[config.mk]
export PLATFORM = sky130hd
export DESIGN_NAME = in_app_flash_programming
export DESIGN_NICKNAME = d
export VERILOG_FILES = /design/src/design/iap_pkg.sv /design/src/design/in_app_flash_programming.sv /design/src/design/iap_write_buffer.sv /design/src/design/iap_delay_timer.sv
export SDC_FILE = /design/constraint.sdc
export NUM_CORES = 2
export LEC_CHECK = 0
export BUFFER_PORTS_ARGS = -buffer_cell sky130_fd_sc_hd__buf_2
export CAP_MARGIN = 0
export CORE_MARGIN = 5
export CORE_UTILIZATION = 25
export DETAILED_ROUTE_END_ITERATION = 7
export GPL_TIMING_DRIVEN = 0
export PLACE_DENSITY = 0.5
export SYNTH_ARGS = -nofsm -noshare
export SYNTH_HDL_FRONTEND = slang
export SYNTH_SLANG_ARGS = --single-unit
export TNS_END_PERCENT = 100
[constraint.sdc]
create_clock -name sys_clk_i -period 23.3 [get_ports sys_clk_i]
set_input_delay 1.165 -clock sys_clk_i [delete_from_list [all_inputs] [get_ports sys_clk_i]]
set_output_delay 1.165 -clock sys_clk_i [all_outputs]
set_load 0.02 [all_outputs]
[src/design/iap_pkg.sv]
// constants, types and register map of the in-application programming engine
// Behaviour
// - erase and program whole 32-word pages, read single words
// - enable status bit 7 of main control goes high when enabling succeeds
// - write buffer accepts data only while enable status is high
// - write start bit 2 set by software, cleared by hardware when done
// - read needs read enable bit 1; read start bit 0 cleared when done
// - address bits 12 to 5 pick the page, bits 4 to 0 the word
// - buffer clear bit 0 of aux control cleared by hardware when done
// - low data byte write only stores; high byte write loads 16-bit word
// - each high byte write while enabled increments the word address and stores it back
// - offset stops at 11111b; software then loads a new page address
// - write buffer is cleared automatically after programming finishes
// - 13-bit address: high register low five bits, low register eight bits
// - registers sit in data sector 1, direct or indirect access
// - mode field bits 6 to 4: write, erase, read, enable; others reserved
// - enable trigger starts a timer, cleared on timeout; patterns before it
// - cpu is halted while an activated read, write or erase runs
package iap_pkg;

  // ----------------------------------------
  // register selects within data sector 1
  // ----------------------------------------
  localparam logic [3:0] REG_MAIN_CONTROL = 4'h0;
  localparam logic [3:0] REG_CHIP_RESET_PATTERN = 4'h1;
  localparam logic [3:0] REG_AUX_CONTROL = 4'h2;
  localparam logic [3:0] REG_ADDRESS_LOW = 4'h3;
  localparam logic [3:0] REG_ADDRESS_HIGH = 4'h4;
  localparam logic [3:0] REG_DATA0_LOW = 4'h5;
  localparam logic [3:0] REG_DATA0_HIGH = 4'h6;
  localparam logic [3:0] REG_DATA1_LOW = 4'h7;
  localparam logic [3:0] REG_DATA1_HIGH = 4'h8;
  localparam logic [3:0] REG_DATA2_LOW = 4'h9;
  localparam logic [3:0] REG_DATA2_HIGH = 4'hA;
  localparam logic [3:0] REG_DATA3_LOW = 4'hB;
  localparam logic [3:0] REG_DATA3_HIGH = 4'hC;
  localparam logic [7:0] SECTOR_ONE = 8'h01;

  // ----------------------------------------
  // field positions
  // ----------------------------------------
  localparam int BIT_ENABLED_STATUS = 7;
  localparam int BIT_MODE_HI = 6;
  localparam int BIT_MODE_LO = 4;
  localparam int BIT_ENABLE_TRIGGER = 3;
  localparam int BIT_WRITE_START = 2;
  localparam int BIT_READ_ENABLE = 1;
  localparam int BIT_READ_START = 0;
  localparam int BIT_BUFFER_CLEAR = 0;
  localparam int BIT_TIME_SELECT = 1;

  // ----------------------------------------
  // reset values and sizes
  // ----------------------------------------
  localparam logic [7:0] MAIN_CONTROL_RESET = 8'h00;
  localparam logic [7:0] BYTE_RESET = 8'h00;
  localparam int PAGE_WORDS = 32;
  localparam int ADDR_BITS = 13;
  localparam int OFFSET_BITS = 5;
  localparam logic [4:0] LAST_OFFSET = 5'h1F;

  // ----------------------------------------
  // timing
  // ----------------------------------------
  localparam int CLK_MHZ = 125;
  localparam int ENABLE_WINDOW_US = 100;
  localparam int ENABLE_WINDOW_CYCLES = ENABLE_WINDOW_US * CLK_MHZ;
  localparam int ERASE_SHORT_US = 3200;
  localparam int ERASE_LONG_US = 3700;
  localparam int WRITE_SHORT_US = 2200;
  localparam int WRITE_LONG_US = 3000;
  localparam int ERASE_SHORT_CYCLES = ERASE_SHORT_US * CLK_MHZ;
  localparam int ERASE_LONG_CYCLES = ERASE_LONG_US * CLK_MHZ;
  localparam int WRITE_SHORT_CYCLES = WRITE_SHORT_US * CLK_MHZ;
  localparam int WRITE_LONG_CYCLES = WRITE_LONG_US * CLK_MHZ;

  // ----------------------------------------
  // operation modes and engine states
  // ----------------------------------------
  typedef enum logic [2:0] {
    MODE_WRITE = 3'b000,
    MODE_ERASE = 3'b001,
    MODE_READ = 3'b011,
    MODE_ENABLE = 3'b110
  } op_mode_t;

  typedef enum logic [2:0] {
    ST_IDLE = 3'b000,
    ST_ERASE = 3'b001,
    ST_PROGRAM = 3'b010,
    ST_READ = 3'b011,
    ST_CLEAR = 3'b100,
    ST_WAIT = 3'b101
  } eng_state_t;

  // cpu side register access
  typedef struct packed {
    logic wr;
    logic rd;
    logic [7:0] sector;
    logic [3:0] sel;
    logic [7:0] wdata;
  } reg_req_t;

  // flash array command
  typedef struct packed {
    logic rd;
    logic wr;
    logic erase;
    logic [12:0] addr;
    logic [15:0] wdata;
  } flash_cmd_t;

endpackage

[src/design/in_app_flash_programming.sv]
// in-application flash programming engine with its register file
`timescale 1ns/10ps
module in_app_flash_programming #(
  parameter int ENABLE_CYCLES = iap_pkg::ENABLE_WINDOW_CYCLES,
  parameter int ERASE_SHORT = iap_pkg::ERASE_SHORT_CYCLES,
  parameter int ERASE_LONG = iap_pkg::ERASE_LONG_CYCLES,
  parameter int WRITE_SHORT = iap_pkg::WRITE_SHORT_CYCLES,
  parameter int WRITE_LONG = iap_pkg::WRITE_LONG_CYCLES,
  parameter logic [15:0] PATTERN1 = 16'h1234,
  parameter logic [15:0] PATTERN2 = 16'h5678,
  parameter logic [15:0] PATTERN3 = 16'h9ABC
) (
  input wire logic sys_clk_i,
  input wire logic nrst_i,
  input wire iap_pkg::reg_req_t req_i,
  output logic [7:0] rdata_o,
  input wire logic [15:0] flash_rdata_i,
  output iap_pkg::flash_cmd_t flash_cmd_o,
  output logic cpu_halt_o
);

  localparam int TW = 22;

  // ----------------------------------------
  // reset release
  // ----------------------------------------
  logic [1:0] rst_sync;
  logic rst_n;

  // two-stage release of the asynchronous reset
  always_ff @(posedge sys_clk_i or negedge nrst_i) begin
    if (!nrst_i) begin
      rst_sync <= 2'b00;
    end else begin
      rst_sync <= {rst_sync[0], 1'b1};
    end
  end
  assign rst_n = rst_sync[1];

  // ----------------------------------------
  // state
  // ----------------------------------------
  typedef struct packed {
    logic enabled;
    logic [2:0] mode;
    logic trig;
    logic wstart;
    logic rden;
    logic rstart;
    logic [7:0] chip_reset_pattern;
    logic time_sel;
    logic clr;
    logic [12:0] addr;
    logic [3:0][15:0] data;
    iap_pkg::eng_state_t st;
    logic [4:0] idx;
    logic pdone;
    logic [7:0] rdata;
    iap_pkg::flash_cmd_t cmd;
    logic halt;
  } iap_state_t;

  iap_state_t cur;
  iap_state_t next_cur;

  logic buf_clear;
  logic buf_load;
  logic [15:0] buf_word;
  logic tmr_start;
  logic tmr_abort;
  logic [TW-1:0] tmr_count;
  logic tmr_done;

  // address decode shared by read and write paths
  function automatic logic hit(input iap_pkg::reg_req_t r, input logic [3:0] sel);
    hit = (r.sector == iap_pkg::SECTOR_ONE) && (r.sel == sel);
  endfunction

  // saturating word address step within a page
  function automatic logic [12:0] step_addr(input logic [12:0] a);
    if (a[4:0] == iap_pkg::LAST_OFFSET) begin
      step_addr = a;
    end else begin
      step_addr = a + 13'h0001;
    end
  endfunction

  // ----------------------------------------
  // register writes and operation engine
  // ----------------------------------------
  always_comb begin
    next_cur = cur;
    buf_clear = 1'b0;
    buf_load = 1'b0;
    tmr_start = 1'b0;
    tmr_abort = 1'b0;
    tmr_count = '0;
    next_cur.cmd.rd = 1'b0;
    next_cur.cmd.wr = 1'b0;
    next_cur.cmd.erase = 1'b0;

    // cpu register writes
    if (req_i.wr) begin
      if (hit(req_i, iap_pkg::REG_MAIN_CONTROL)) begin
        // software may clear but never set the enable status
        if (!req_i.wdata[iap_pkg::BIT_ENABLED_STATUS]) begin
          next_cur.enabled = 1'b0;
        end
        next_cur.mode = req_i.wdata[iap_pkg::BIT_MODE_HI:iap_pkg::BIT_MODE_LO];
        next_cur.rden = req_i.wdata[iap_pkg::BIT_READ_ENABLE];
        if (req_i.wdata[iap_pkg::BIT_ENABLE_TRIGGER] && !cur.trig) begin
          next_cur.trig = 1'b1;
          tmr_start = 1'b1;
          tmr_count = TW'(ENABLE_CYCLES);
          next_cur.st = iap_pkg::ST_WAIT;
        end
        if (req_i.wdata[iap_pkg::BIT_WRITE_START] && cur.st == iap_pkg::ST_IDLE
            && cur.enabled) begin
          next_cur.wstart = 1'b1;
        end
        if (req_i.wdata[iap_pkg::BIT_READ_START] && req_i.wdata[iap_pkg::BIT_READ_ENABLE]
            && cur.st == iap_pkg::ST_IDLE) begin
          next_cur.rstart = 1'b1;
        end
      end else if (hit(req_i, iap_pkg::REG_CHIP_RESET_PATTERN)) begin
        next_cur.chip_reset_pattern = req_i.wdata;
      end else if (hit(req_i, iap_pkg::REG_AUX_CONTROL)) begin
        next_cur.time_sel = req_i.wdata[iap_pkg::BIT_TIME_SELECT];
        if (req_i.wdata[iap_pkg::BIT_BUFFER_CLEAR] && cur.st == iap_pkg::ST_IDLE) begin
          next_cur.clr = 1'b1;
          next_cur.st = iap_pkg::ST_CLEAR;
        end
      end else if (hit(req_i, iap_pkg::REG_ADDRESS_LOW)) begin
        next_cur.addr[7:0] = req_i.wdata;
      end else if (hit(req_i, iap_pkg::REG_ADDRESS_HIGH)) begin
        next_cur.addr[12:8] = req_i.wdata[4:0];
      end else if (hit(req_i, iap_pkg::REG_DATA0_LOW)) begin
        next_cur.data[0][7:0] = req_i.wdata;
      end else if (hit(req_i, iap_pkg::REG_DATA0_HIGH)) begin
        next_cur.data[0][15:8] = req_i.wdata;
        if (cur.enabled) begin
          buf_load = 1'b1;
          next_cur.addr = step_addr(cur.addr);
        end
      end else if (hit(req_i, iap_pkg::REG_DATA1_LOW)) begin
        next_cur.data[1][7:0] = req_i.wdata;
      end else if (hit(req_i, iap_pkg::REG_DATA1_HIGH)) begin
        next_cur.data[1][15:8] = req_i.wdata;
      end else if (hit(req_i, iap_pkg::REG_DATA2_LOW)) begin
        next_cur.data[2][7:0] = req_i.wdata;
      end else if (hit(req_i, iap_pkg::REG_DATA2_HIGH)) begin
        next_cur.data[2][15:8] = req_i.wdata;
      end else if (hit(req_i, iap_pkg::REG_DATA3_LOW)) begin
        next_cur.data[3][7:0] = req_i.wdata;
      end else if (hit(req_i, iap_pkg::REG_DATA3_HIGH)) begin
        next_cur.data[3][15:8] = req_i.wdata;
      end
    end

    // launch of an activated operation from idle
    if (cur.st == iap_pkg::ST_IDLE && next_cur.st == iap_pkg::ST_IDLE) begin
      if (cur.rstart && cur.rden && cur.mode == iap_pkg::MODE_READ) begin
        next_cur.cmd.rd = 1'b1;
        next_cur.cmd.addr = cur.addr;
        next_cur.st = iap_pkg::ST_READ;
        next_cur.halt = 1'b1;
      end else if (cur.rstart) begin
        next_cur.rstart = 1'b0;
      end else if (cur.wstart && cur.enabled && cur.mode == iap_pkg::MODE_ERASE) begin
        next_cur.cmd.erase = 1'b1;
        next_cur.cmd.addr = {cur.addr[12:5], 5'h00};
        tmr_start = 1'b1;
        tmr_count = cur.time_sel ? TW'(ERASE_LONG) : TW'(ERASE_SHORT);
        next_cur.st = iap_pkg::ST_ERASE;
        next_cur.halt = 1'b1;
      end else if (cur.wstart && cur.enabled && cur.mode == iap_pkg::MODE_WRITE) begin
        next_cur.idx = 5'h00;
        next_cur.pdone = 1'b0;
        tmr_start = 1'b1;
        tmr_count = cur.time_sel ? TW'(WRITE_LONG) : TW'(WRITE_SHORT);
        next_cur.st = iap_pkg::ST_PROGRAM;
        next_cur.halt = 1'b1;
      end else if (cur.wstart) begin
        next_cur.wstart = 1'b0;
      end
    end

    // running operations
    case (cur.st)
      iap_pkg::ST_READ: begin
        next_cur.rdata = 8'h00;
        next_cur.data[0] = flash_rdata_i;
        next_cur.rstart = 1'b0;
        next_cur.halt = 1'b0;
        next_cur.st = iap_pkg::ST_IDLE;
      end
      iap_pkg::ST_ERASE: begin
        if (tmr_done) begin
          next_cur.wstart = 1'b0;
          next_cur.halt = 1'b0;
          next_cur.st = iap_pkg::ST_IDLE;
        end
      end
      iap_pkg::ST_PROGRAM: begin
        // one word per cycle across the whole page, then wait out the time
        if (!cur.pdone) begin
          next_cur.cmd.wr = 1'b1;
          next_cur.cmd.addr = {cur.addr[12:5], cur.idx};
          next_cur.cmd.wdata = buf_word;
          if (cur.cmd.wr) begin
            next_cur.idx = cur.idx + 5'h01;
            next_cur.cmd.addr = {cur.addr[12:5], cur.idx + 5'h01};
            // last slot issued: stop so the final word is not written again
            next_cur.pdone = (cur.idx == iap_pkg::LAST_OFFSET - 5'h01);
          end
        end
        if (tmr_done) begin
          next_cur.wstart = 1'b0;
          buf_clear = 1'b1;
          next_cur.halt = 1'b0;
          next_cur.cmd.wr = 1'b0;
          next_cur.st = iap_pkg::ST_IDLE;
        end
      end
      iap_pkg::ST_CLEAR: begin
        buf_clear = 1'b1;
        next_cur.clr = 1'b0;
        next_cur.st = iap_pkg::ST_IDLE;
      end
      iap_pkg::ST_WAIT: begin
        // patterns checked while the enable window is open
        if (cur.mode == iap_pkg::MODE_ENABLE && cur.data[1] == PATTERN1
            && cur.data[2] == PATTERN2 && cur.data[3] == PATTERN3) begin
          next_cur.enabled = 1'b1;
          next_cur.trig = 1'b0;
          tmr_abort = 1'b1;
          next_cur.st = iap_pkg::ST_IDLE;
        end else if (tmr_done) begin
          next_cur.trig = 1'b0;
          next_cur.st = iap_pkg::ST_IDLE;
        end
      end
      default: begin
      end
    endcase

    // register read data
    next_cur.rdata = 8'h00;
    if (req_i.rd) begin
      if (hit(req_i, iap_pkg::REG_MAIN_CONTROL)) begin
        next_cur.rdata = {cur.enabled, cur.mode, cur.trig, cur.wstart, cur.rden, cur.rstart};
      end else if (hit(req_i, iap_pkg::REG_CHIP_RESET_PATTERN)) begin
        next_cur.rdata = cur.chip_reset_pattern;
      end else if (hit(req_i, iap_pkg::REG_AUX_CONTROL)) begin
        next_cur.rdata = {6'h00, cur.time_sel, cur.clr};
      end else if (hit(req_i, iap_pkg::REG_ADDRESS_LOW)) begin
        next_cur.rdata = cur.addr[7:0];
      end else if (hit(req_i, iap_pkg::REG_ADDRESS_HIGH)) begin
        next_cur.rdata = {3'h0, cur.addr[12:8]};
      end else if (hit(req_i, iap_pkg::REG_DATA0_LOW)) begin
        next_cur.rdata = cur.data[0][7:0];
      end else if (hit(req_i, iap_pkg::REG_DATA0_HIGH)) begin
        next_cur.rdata = cur.data[0][15:8];
      end else if (hit(req_i, iap_pkg::REG_DATA1_LOW)) begin
        next_cur.rdata = cur.data[1][7:0];
      end else if (hit(req_i, iap_pkg::REG_DATA1_HIGH)) begin
        next_cur.rdata = cur.data[1][15:8];
      end else if (hit(req_i, iap_pkg::REG_DATA2_LOW)) begin
        next_cur.rdata = cur.data[2][7:0];
      end else if (hit(req_i, iap_pkg::REG_DATA2_HIGH)) begin
        next_cur.rdata = cur.data[2][15:8];
      end else if (hit(req_i, iap_pkg::REG_DATA3_LOW)) begin
        next_cur.rdata = cur.data[3][7:0];
      end else if (hit(req_i, iap_pkg::REG_DATA3_HIGH)) begin
        next_cur.rdata = cur.data[3][15:8];
      end
    end
  end

  always_ff @(posedge sys_clk_i or negedge rst_n) begin
    if (!rst_n) begin
      cur <= '0;
      cur.st <= iap_pkg::ST_IDLE;
    end else begin
      cur <= next_cur;
    end
  end

  // ----------------------------------------
  // buffer and timer
  // ----------------------------------------
  iap_write_buffer #(
    .WORDS(iap_pkg::PAGE_WORDS),
    .IDX_BITS(iap_pkg::OFFSET_BITS)
  ) u_buffer (
    .sys_clk_i(sys_clk_i),
    .rst_n_i(rst_n),
    .clear_i(buf_clear),
    .load_i(buf_load),
    .load_idx_i(cur.addr[4:0]),
    .load_data_i({req_i.wdata, cur.data[0][7:0]}),
    .rd_idx_i(cur.cmd.wr ? cur.idx + 5'h01 : cur.idx),
    .rd_data_o(buf_word)
  );

  iap_delay_timer #(
    .WIDTH(TW)
  ) u_timer (
    .sys_clk_i(sys_clk_i),
    .rst_n_i(rst_n),
    .start_i(tmr_start),
    .abort_i(tmr_abort),
    .count_i(tmr_count),
    .done_o(tmr_done),
    .running_o()
  );

  assign rdata_o = cur.rdata;
  assign flash_cmd_o = cur.cmd;
  assign cpu_halt_o = cur.halt;

endmodule // in_app_flash_programming

[src/design/iap_write_buffer.sv]
// 32-word write buffer of the programming engine
`timescale 1ns/10ps
module iap_write_buffer #(
  parameter int WORDS = 32,
  parameter int IDX_BITS = 5
) (
  input wire logic sys_clk_i,
  input wire logic rst_n_i,
  input wire logic clear_i,
  input wire logic load_i,
  input wire logic [IDX_BITS-1:0] load_idx_i,
  input wire logic [15:0] load_data_i,
  input wire logic [IDX_BITS-1:0] rd_idx_i,
  output logic [15:0] rd_data_o
);

  typedef struct packed {
    logic [WORDS-1:0][15:0] mem;
  } buf_state_t;

  buf_state_t cur;
  buf_state_t next_cur;

  // clear wins over load, erased flash reads as all ones
  always_comb begin
    next_cur = cur;
    if (clear_i) begin
      next_cur.mem = '1;
    end else if (load_i) begin
      next_cur.mem[load_idx_i] = load_data_i;
    end
  end

  always_ff @(posedge sys_clk_i or negedge rst_n_i) begin
    if (!rst_n_i) begin
      cur <= '1;
    end else begin
      cur <= next_cur;
    end
  end

  assign rd_data_o = cur.mem[rd_idx_i];

endmodule // iap_write_buffer

[src/design/iap_delay_timer.sv]
// down counter that flags the end of a timed operation
`timescale 1ns/10ps
module iap_delay_timer #(
  parameter int WIDTH = 20
) (
  input wire logic sys_clk_i,
  input wire logic rst_n_i,
  input wire logic start_i,
  input wire logic abort_i,
  input wire logic [WIDTH-1:0] count_i,
  output logic done_o,
  output logic running_o
);

  typedef struct packed {
    logic [WIDTH-1:0] cnt;
    logic run;
    logic done;
  } tmr_state_t;

  tmr_state_t cur;
  tmr_state_t next_cur;

  // load, count down, pulse done on reaching one
  always_comb begin
    next_cur = cur;
    next_cur.done = 1'b0;
    if (abort_i) begin
      next_cur.run = 1'b0;
    end else if (start_i) begin
      next_cur.cnt = count_i;
      next_cur.run = 1'b1;
    end else if (cur.run) begin
      if (cur.cnt <= WIDTH'(1)) begin
        next_cur.run = 1'b0;
        next_cur.done = 1'b1;
      end else begin
        next_cur.cnt = cur.cnt - WIDTH'(1);
      end
    end
  end

  always_ff @(posedge sys_clk_i or negedge rst_n_i) begin
    if (!rst_n_i) begin
      cur <= '0;
    end else begin
      cur <= next_cur;
    end
  end

  assign done_o = cur.done;
  assign running_o = cur.run;

endmodule // iap_delay_timer

== Word-level counts from Yosys, hierarchy flattened ==
Cells that the tools add are included.
Word-level totals
  flip-flop bits (word level): 683
  output and inout bits: 41
  word-level logic and storage cells: 341
Operators by class
  $add $sub $neg: 3
  order comparisons: 4
  equal/unequal tests: 40
  muxes and demuxes: 151
  bitwise logic cells: 14
  reduce and logical (&&, ||, !) cells: 64
Operator list (number)
  512-bit 2-to-1 mux: 2
  512-bit bitwise mux: 1
  8-bit 2-to-1 mux: 26
  22-bit 2-to-1 mux: 6
  98-bit 2-to-1 mux: 1
  87-bit 2-to-1 mux: 1
  14-bit 2-to-1 mux: 6
  82-bit 2-to-1 mux: 1
  16-bit binary-select mux with 5-bit select: 1
  16-bit demux with 5-bit select: 1
  77-bit 2-to-1 mux: 1
  72-bit 2-to-1 mux: 1
  69-bit 2-to-1 mux: 1
  16-bit 2-to-1 mux: 4
  64-bit 2-to-1 mux: 1
  1-bit 2-to-1 mux: 58
  29-bit 2-to-1 mux: 2
  13-bit 2-to-1 mux: 4
  24-bit 2-to-1 mux: 2
  48-bit 2-to-1 mux: 1
  40-bit 2-to-1 mux: 1
  17-bit 2-to-1 mux: 2
  32-bit 2-to-1 mux: 1
  6-bit 2-to-1 mux: 5
  other kinds (46): 146

== Longest topological paths before layout ==
  word-level depth: 24
  mapped depth: 10
  mapped depth without buffers: 8

== Modules after synthesis ==
From an unflattened synthesis, not the netlist that was laid out.
Second synthesis, totals
  cell total of the unflattened synthesis: 3464
  area total of the unflattened synthesis: 36401.2 um^2
Modules (own cells, without submodules)
  iap_write_buffer: times used 1, cells an instance 2421, area each 26613.0 um^2
  in_app_flash_programming: times used 1, cells an instance 856, area each 8264.2 um^2
  iap_delay_timer: times used 1, cells an instance 187, area each 1524.0 um^2

== Worst setup path after synthesis ==
Ideal clock, no wire load.
  path kind: input port to flip-flop
  start: input req_i[17] (netlist bit)
  end: register u_buffer.cur[246] (netlist bit)
  arrival: 3392 ps
  required time: 23210 ps
  slack: 19817 ps
  stages: 9
  cell sequence: or4_1 buf_2 or4_4 buf_6 or4_4 buf_6 buf_6 mux2i_1 nand2_1
Between the ends
  longest elaborated chain between the ends: 11
  elaborated cells between the ends (all ways): 17
  classes of those cells: 1 x eq/ne; 8 x mux; 8 x reduce/logical
RTL lines
  start: declaration: RTL line in_app_flash_programming.sv:15  | input wire iap_pkg::reg_req_t req_i,
  8-bit by 1-bit == test with 1-bit output *: RTL line in_app_flash_programming.sv:76  | hit = (r.sector == iap_pkg::SECTOR_ONE) && (r.sel == sel);
  1-bit logical AND: RTL line in_app_flash_programming.sv:76
  1-bit 2-to-1 mux: RTL line in_app_flash_programming.sv:139  | end else if (hit(req_i, iap_pkg::REG_DATA0_HIGH)) begin
  1-bit 2-to-1 mux: RTL line in_app_flash_programming.sv:137  | end else if (hit(req_i, iap_pkg::REG_DATA0_LOW)) begin
  1-bit 2-to-1 mux: RTL line in_app_flash_programming.sv:135  | end else if (hit(req_i, iap_pkg::REG_ADDRESS_HIGH)) begin
  1-bit 2-to-1 mux: RTL line in_app_flash_programming.sv:133  | end else if (hit(req_i, iap_pkg::REG_ADDRESS_LOW)) begin
  1-bit 2-to-1 mux: RTL line in_app_flash_programming.sv:127  | end else if (hit(req_i, iap_pkg::REG_AUX_CONTROL)) begin
  1-bit 2-to-1 mux: RTL line in_app_flash_programming.sv:125  | end else if (hit(req_i, iap_pkg::REG_CHIP_RESET_PATTERN)) begin
  1-bit 2-to-1 mux *: RTL line in_app_flash_programming.sv:104  | if (hit(req_i, iap_pkg::REG_MAIN_CONTROL)) begin
  1-bit 2-to-1 mux *: RTL line in_app_flash_programming.sv:103  | if (req_i.wr) begin
  2-bit nonzero test (no line) *
  end signal: assignment: RTL line iap_write_buffer.sv:38  | cur <= next_cur;
  end: declaration: RTL line iap_write_buffer.sv:21  | buf_state_t cur;
Mark *: on every way between the ends. The rest lies on a longest branch, timed or not.
A chain may end at the register's enable or synchronous reset.

== Final worst setup path ==
  start: register cur[42] (netlist bit)
  end: register cur (netlist bit flash_cmd_o[5])
Between the ends
  longest elaborated chain between the ends: 4
RTL lines
  start: declaration: RTL line in_app_flash_programming.sv:63  | iap_state_t cur;
  start signal: assignment: RTL line in_app_flash_programming.sv:285  | cur <= next_cur;
  5-bit by 1-bit adder with 5-bit output: RTL line in_app_flash_programming.sv:302  | .rd_idx_i(cur.cmd.wr ? cur.idx + 5'h01 : cur.idx),
  5-bit 2-to-1 mux *: RTL line in_app_flash_programming.sv:302
  16-bit binary-select mux with 5-bit select *: RTL line iap_write_buffer.sv:42  | assign rd_data_o = cur.mem[rd_idx_i];
  16-bit 2-to-1 mux (implied by the code) *: RTL line iap_write_buffer.sv:42
Mark *: on every way between the ends. The rest lies on a longest branch, timed or not. The select of a mux whose other input is x is not followed.

==> flow_results.xml <==
<?xml version="1.0" encoding="UTF-8"?>
<metrics>
  <group name="status">
    <metric name="run_status" unit="">complete, but fails checks</metric>
    <metric name="failing_checks" unit="">capacitance limit, slew limit</metric>
  </group>
  <group name="drt">
    <metric name="route.vias.total" unit="">29600</metric>
    <metric name="drt_iter0_drc" unit="">3308</metric>
    <metric name="totalWireLength" unit="um">146000</metric>
    <metric name="route.detailed.vias_per_inst" unit="">5.40</metric>
    <metric name="post-route-drc-count" unit="">0</metric>
    <metric name="postRouteAntennaNets" unit="">0</metric>
    <metric name="first_pass_iters" unit="">6</metric>
    <metric name="avgRoutedWirePerCell" unit="um">26.7</metric>
  </group>
  <group name="clocking">
    <metric name="clockRootBuffer" unit="">clkbuf_16</metric>
    <metric name="post_cts.resized_instances" unit="">0</metric>
    <metric name="cts_tree" unit="">done</metric>
    <metric name="clk_pin_slew_worst_paths" unit="ns">0.06</metric>
    <metric name="holdBufCountCts" unit="">0</metric>
    <metric name="clk_latency" unit="ns">0.67</metric>
    <metric name="cts.htree.levels" unit="">3</metric>
    <metric name="numClockSinks" unit="">683</metric>
    <metric name="postCtsSetupRepairBufs" unit="">0</metric>
    <metric name="cts_made_buffers" unit="">81</metric>
    <metric name="clk_path_buf_depth" unit="">3</metric>
  </group>
  <group name="floorplanning">
    <metric name="std_cell_rows" unit="">135</metric>
    <metric name="die_w" unit="um">379</metric>
    <metric name="fp.dieH" unit="um">379</metric>
    <metric name="boundaryPins" unit="">81</metric>
    <metric name="area_of_the_core_region" unit="mm2">0.135</metric>
    <metric name="start_util" unit="">0.251</metric>
    <metric name="floorplan.die_area" unit="mm2">0.144</metric>
  </group>
  <group name="synthesis">
    <metric name="syn-mean-instance-area" unit="um2">9.78</metric>
    <metric name="yosysUniqueCellTypes" unit="">85</metric>
    <metric name="synth_enable_flop_cells" unit="">0</metric>
    <metric name="syn-cell-area" unit="mm2">0.0340</metric>
    <metric name="async_reset_ff_frac" unit="">1.00</metric>
    <metric name="ys_warn_count" unit="">0</metric>
    <metric name="most_used_flip_flop_cell_after_synthesis" unit="">dfstp_2</metric>
    <metric name="ys_seq_elements" unit="">683</metric>
    <metric name="synth_sequential_area_ratio" unit="">0.521</metric>
    <metric name="postSynthCellCount" unit="">3480</metric>
    <metric name="synth_nets" unit="">3529</metric>
  </group>
  <group name="place">
    <metric name="finalWeightedCongestion" unit="">0.932</metric>
    <metric name="dp_slack" unit="ns">18.28</metric>
    <metric name="port_buffers" unit="">78</metric>
    <metric name="postPlaceCellArea" unit="mm2">0.0370</metric>
    <metric name="place_hpwl" unit="um">104000</metric>
  </group>
  <group name="layout">
    <metric name="design_area" unit="mm2">0.0396</metric>
    <metric name="seqCellArea" unit="mm2">0.0177</metric>
    <metric name="post-route-util" unit="">0.292</metric>
    <metric name="filler_cell_count" unit="">14300</metric>
    <metric name="synthToLayoutAreaGrowth" unit="%">16.4</metric>
    <metric name="final_layout_size_suffix_gt1_frac" unit="">0.282</metric>
    <metric name="area_of_the_multi_input_gates" unit="mm2">0.0143</metric>
    <metric name="final_net_count" unit="">3700</metric>
  </group>
  <group name="sta">
    <metric name="max_clock_freq" unit="GHz">0.192</metric>
    <metric name="setup_ws" unit="ns">18.09</metric>
    <metric name="report.final.slew_viol_count" unit="">5</metric>
    <metric name="tightestPinTransition" unit="ns">1.55</metric>
    <metric name="timing.slew.headroom" unit="">-0.0364</metric>
    <metric name="finalCritPeriodShare" unit="">0.224</metric>
    <metric name="setup_viol" unit="">0</metric>
    <metric name="clock-skew-final" unit="ns">0.0417</metric>
    <metric name="grt_setup_unrepaired" unit="">false</metric>
    <metric name="hold_viol" unit="">0</metric>
    <metric name="period_needed" unit="ns">5.21</metric>
    <metric name="fin_hold_ws" unit="ns">0.282</metric>
  </group>
  <group name="min_path">
    <metric name="worstHoldPathType" unit="">in2async</metric>
  </group>
  <group name="setup_path">
    <metric name="worst_r2r_path_depth" unit="">10</metric>
    <metric name="crit_path_frequent_cell" unit="">clkbuf_1</metric>
    <metric name="crit_path_top_delay_cell" unit="">mux2i_1</metric>
    <metric name="critPathMaxFanout" unit="">10</metric>
    <metric name="slowest_delay" unit="ns">0.87</metric>
    <metric name="path_cells" unit="">clkbuf_1 -&gt; inv_1 -&gt; ha_1 -&gt; mux2i_1 -&gt; clkbuf_1 -&gt; buf_1 -&gt; nand3_1 -&gt; and3_1 -&gt; o31ai_1 -&gt; o211ai_1</metric>
    <metric name="critical_path_arrival" unit="ns">5.69</metric>
    <metric name="worstSetupStartpointType" unit="">flop</metric>
    <metric name="cp_data_required_time" unit="ns">23.78</metric>
    <metric name="regToRegSetupSlack" unit="ns">18.09</metric>
    <metric name="worst_flop_to_flop_path_endpoint" unit="">flash_cmd_o[5]</metric>
    <metric name="timing.rr.start" unit="">cur[42]</metric>
    <metric name="cp_top_family" unit="">buffers and inverters</metric>
    <metric name="crit_path_end_kind" unit="">flop</metric>
    <metric name="timing_worst_setup_path_type" unit="">reg2reg</metric>
    <metric name="worst-path-buf-inv" unit="">4</metric>
  </group>
  <group name="job">
    <metric name="timing.max_cap.violations" unit="">1</metric>
  </group>
  <group name="power">
    <metric name="p_leak" unit="nW">15.9</metric>
    <metric name="post-layout-total-power" unit="mW">4.41</metric>
    <metric name="power.density_cell_area" unit="mW/mm2">111</metric>
    <metric name="ir_drop" unit="mV">0.0682</metric>
  </group>
  <group name="global_route">
    <metric name="grt_start_max_net_pins" unit="">70</metric>
    <metric name="grt_overflow" unit="">0</metric>
    <metric name="grt_pass1_wl" unit="um">211000</metric>
    <metric name="number_of_antenna_violations_at_the_first_check_in_global_routing" unit="">3</metric>
    <metric name="grt_use_total" unit="">0.199</metric>
    <metric name="first_global_vias" unit="">29000</metric>
  </group>
</metrics>
==> cells in the final DEF, fill, tap and decap left out, types with 17 or more instances in the layout <==
| master | instances |
|---|---|
| a21oi_1 | 549 |
| nor3_1 | 523 |
| dfstp_2 | 512 |
| nand2_1 | 352 |
| clkbuf_1 | 221 |
| buf_2 | 213 |
| dfrtp_1 | 170 |
| nand3_1 | 122 |
| mux2i_1 | 111 |
| nor2_1 | 85 |
| clkbuf_16 | 83 |
| mux2_2 | 68 |
| o21ai_0 | 51 |
| mux4_2 | 49 |
| and3_1 | 43 |
| buf_4 | 40 |
| and2_1 | 37 |
| inv_1 | 32 |
| nand4_1 | 29 |
| o21ai_1 | 28 |
| buf_1 | 24 |
| nor2b_1 | 17 |
| nor4_1 | 17 |
| a31oi_1 | 17 |
==> layer usage <==
metal | track usage | up-vias | wire length (um)
met1 | 0.272 | 15200 | 62900
met5 | 0 | - | 0
met4 | 0.0907 | 0 | 7410
li1 | - | 12800 | -
met3 | 0.0381 | 308 | 11700
met2 | 0.305 | 1307 | 64500
==> synth_stat cells, drive strengths merged (32+ instances only) <==
| cell type | instances | area [um2] |
|---|---|---|
| a21oi | 550 | 2750 |
| and2 | 37 | 231 |
| and3 | 43 | 269 |
| buf | 202 | 1100 |
| clkbuf | 203 | 762 |
| dfrtp | 171 | 4280 |
| dfstp | 512 | 13500 |
| inv | 32 | 120 |
| mux2 | 76 | 856 |
| mux2i | 111 | 1110 |
| mux4 | 49 | 1100 |
| nand2 | 353 | 1330 |
| nand3 | 122 | 611 |
| nor2 | 86 | 325 |
| nor3 | 525 | 2640 |
| o21ai | 80 | 404 |
==> registers in the layout, indices dropped and copies added, names as in the netlist <==
register / cells
rst_sync: 2
cur: 104
u_timer.running_o: 1
u_buffer.cur: 512
rdata_o: 8
flash_cmd_o: 32
cpu_halt_o: 1
u_timer.cur: 22
u_timer.done_o: 1
==> cell type report <==
type,count,area share
clock buffers,117,0.0597
well taps,1781,0.0562
diodes,1,0.0000632
plain buffers,405,0.0470
repair buffers,88,0.0168
flip-flops and latches,683,0.448
clock inverters,24,0.00758
multi-input cells,2360,0.362
inverters,32,0.00303
==> logic make-up after synthesis <==
kind of cell / count (synthesis) / synth area share
mux: 236 / 0.0902
other cells: 1 / 0.000110
simple gates: 1301 / 0.190
xor+xnor: 9 / 0.00232
compound gates: 803 / 0.135
fa+ha+maj: 10 / 0.00360
flops: 683 / 0.521
buf+inv: 437 / 0.0582
==> worst max path at each step <==
stage               slack [ns]  depth (start not counted)               to             from
floorplan                 3.75                          0       cpu_halt_o      rst_sync[1]
global placement         -5.82                          0  u_timer.cur[20]      rst_sync[1]
detailed placement       18.28                          9   flash_cmd_o[6]  flash_cmd_o[30]
CTS                      18.28                          9   flash_cmd_o[6]  flash_cmd_o[30]
global route             18.09                         10   flash_cmd_o[5]          cur[42]
finish                   18.09                         10   flash_cmd_o[5]          cur[42]
==> per-stage QoR <==
stage / instances / setup TNS, ns
global route: 5490 / 0
CTS: 5490 / 0
finish: 5491 / 0
detailed placement: 5349 / 0
global placement: 5339 / -979.61
floorplan: 3480 / 0
==> worst register-to-register path, stage by stage (launching register included) <==
cell and delay (ns):
dfrtp_1 0.34, clkbuf_1 0.28, inv_1 0.08, ha_1 0.34
mux2i_1 0.87, clkbuf_1 0.87, buf_1 0.73, nand3_1 0.43
and3_1 0.31, o31ai_1 0.63, o211ai_1 0.17
==> report_power, final <==
| group | internal [mW] | total [mW] | switching [mW] |
|---|---|---|---|
| combinational | 0.448 | 1.71 | 1.26 |
| sequential | 1.31 | 1.39 | 0.0778 |
| clock | 0.770 | 1.31 | 0.540 |
| total | 2.53 | 4.41 | 1.88 |
Power figures use the tool's default switching activity.
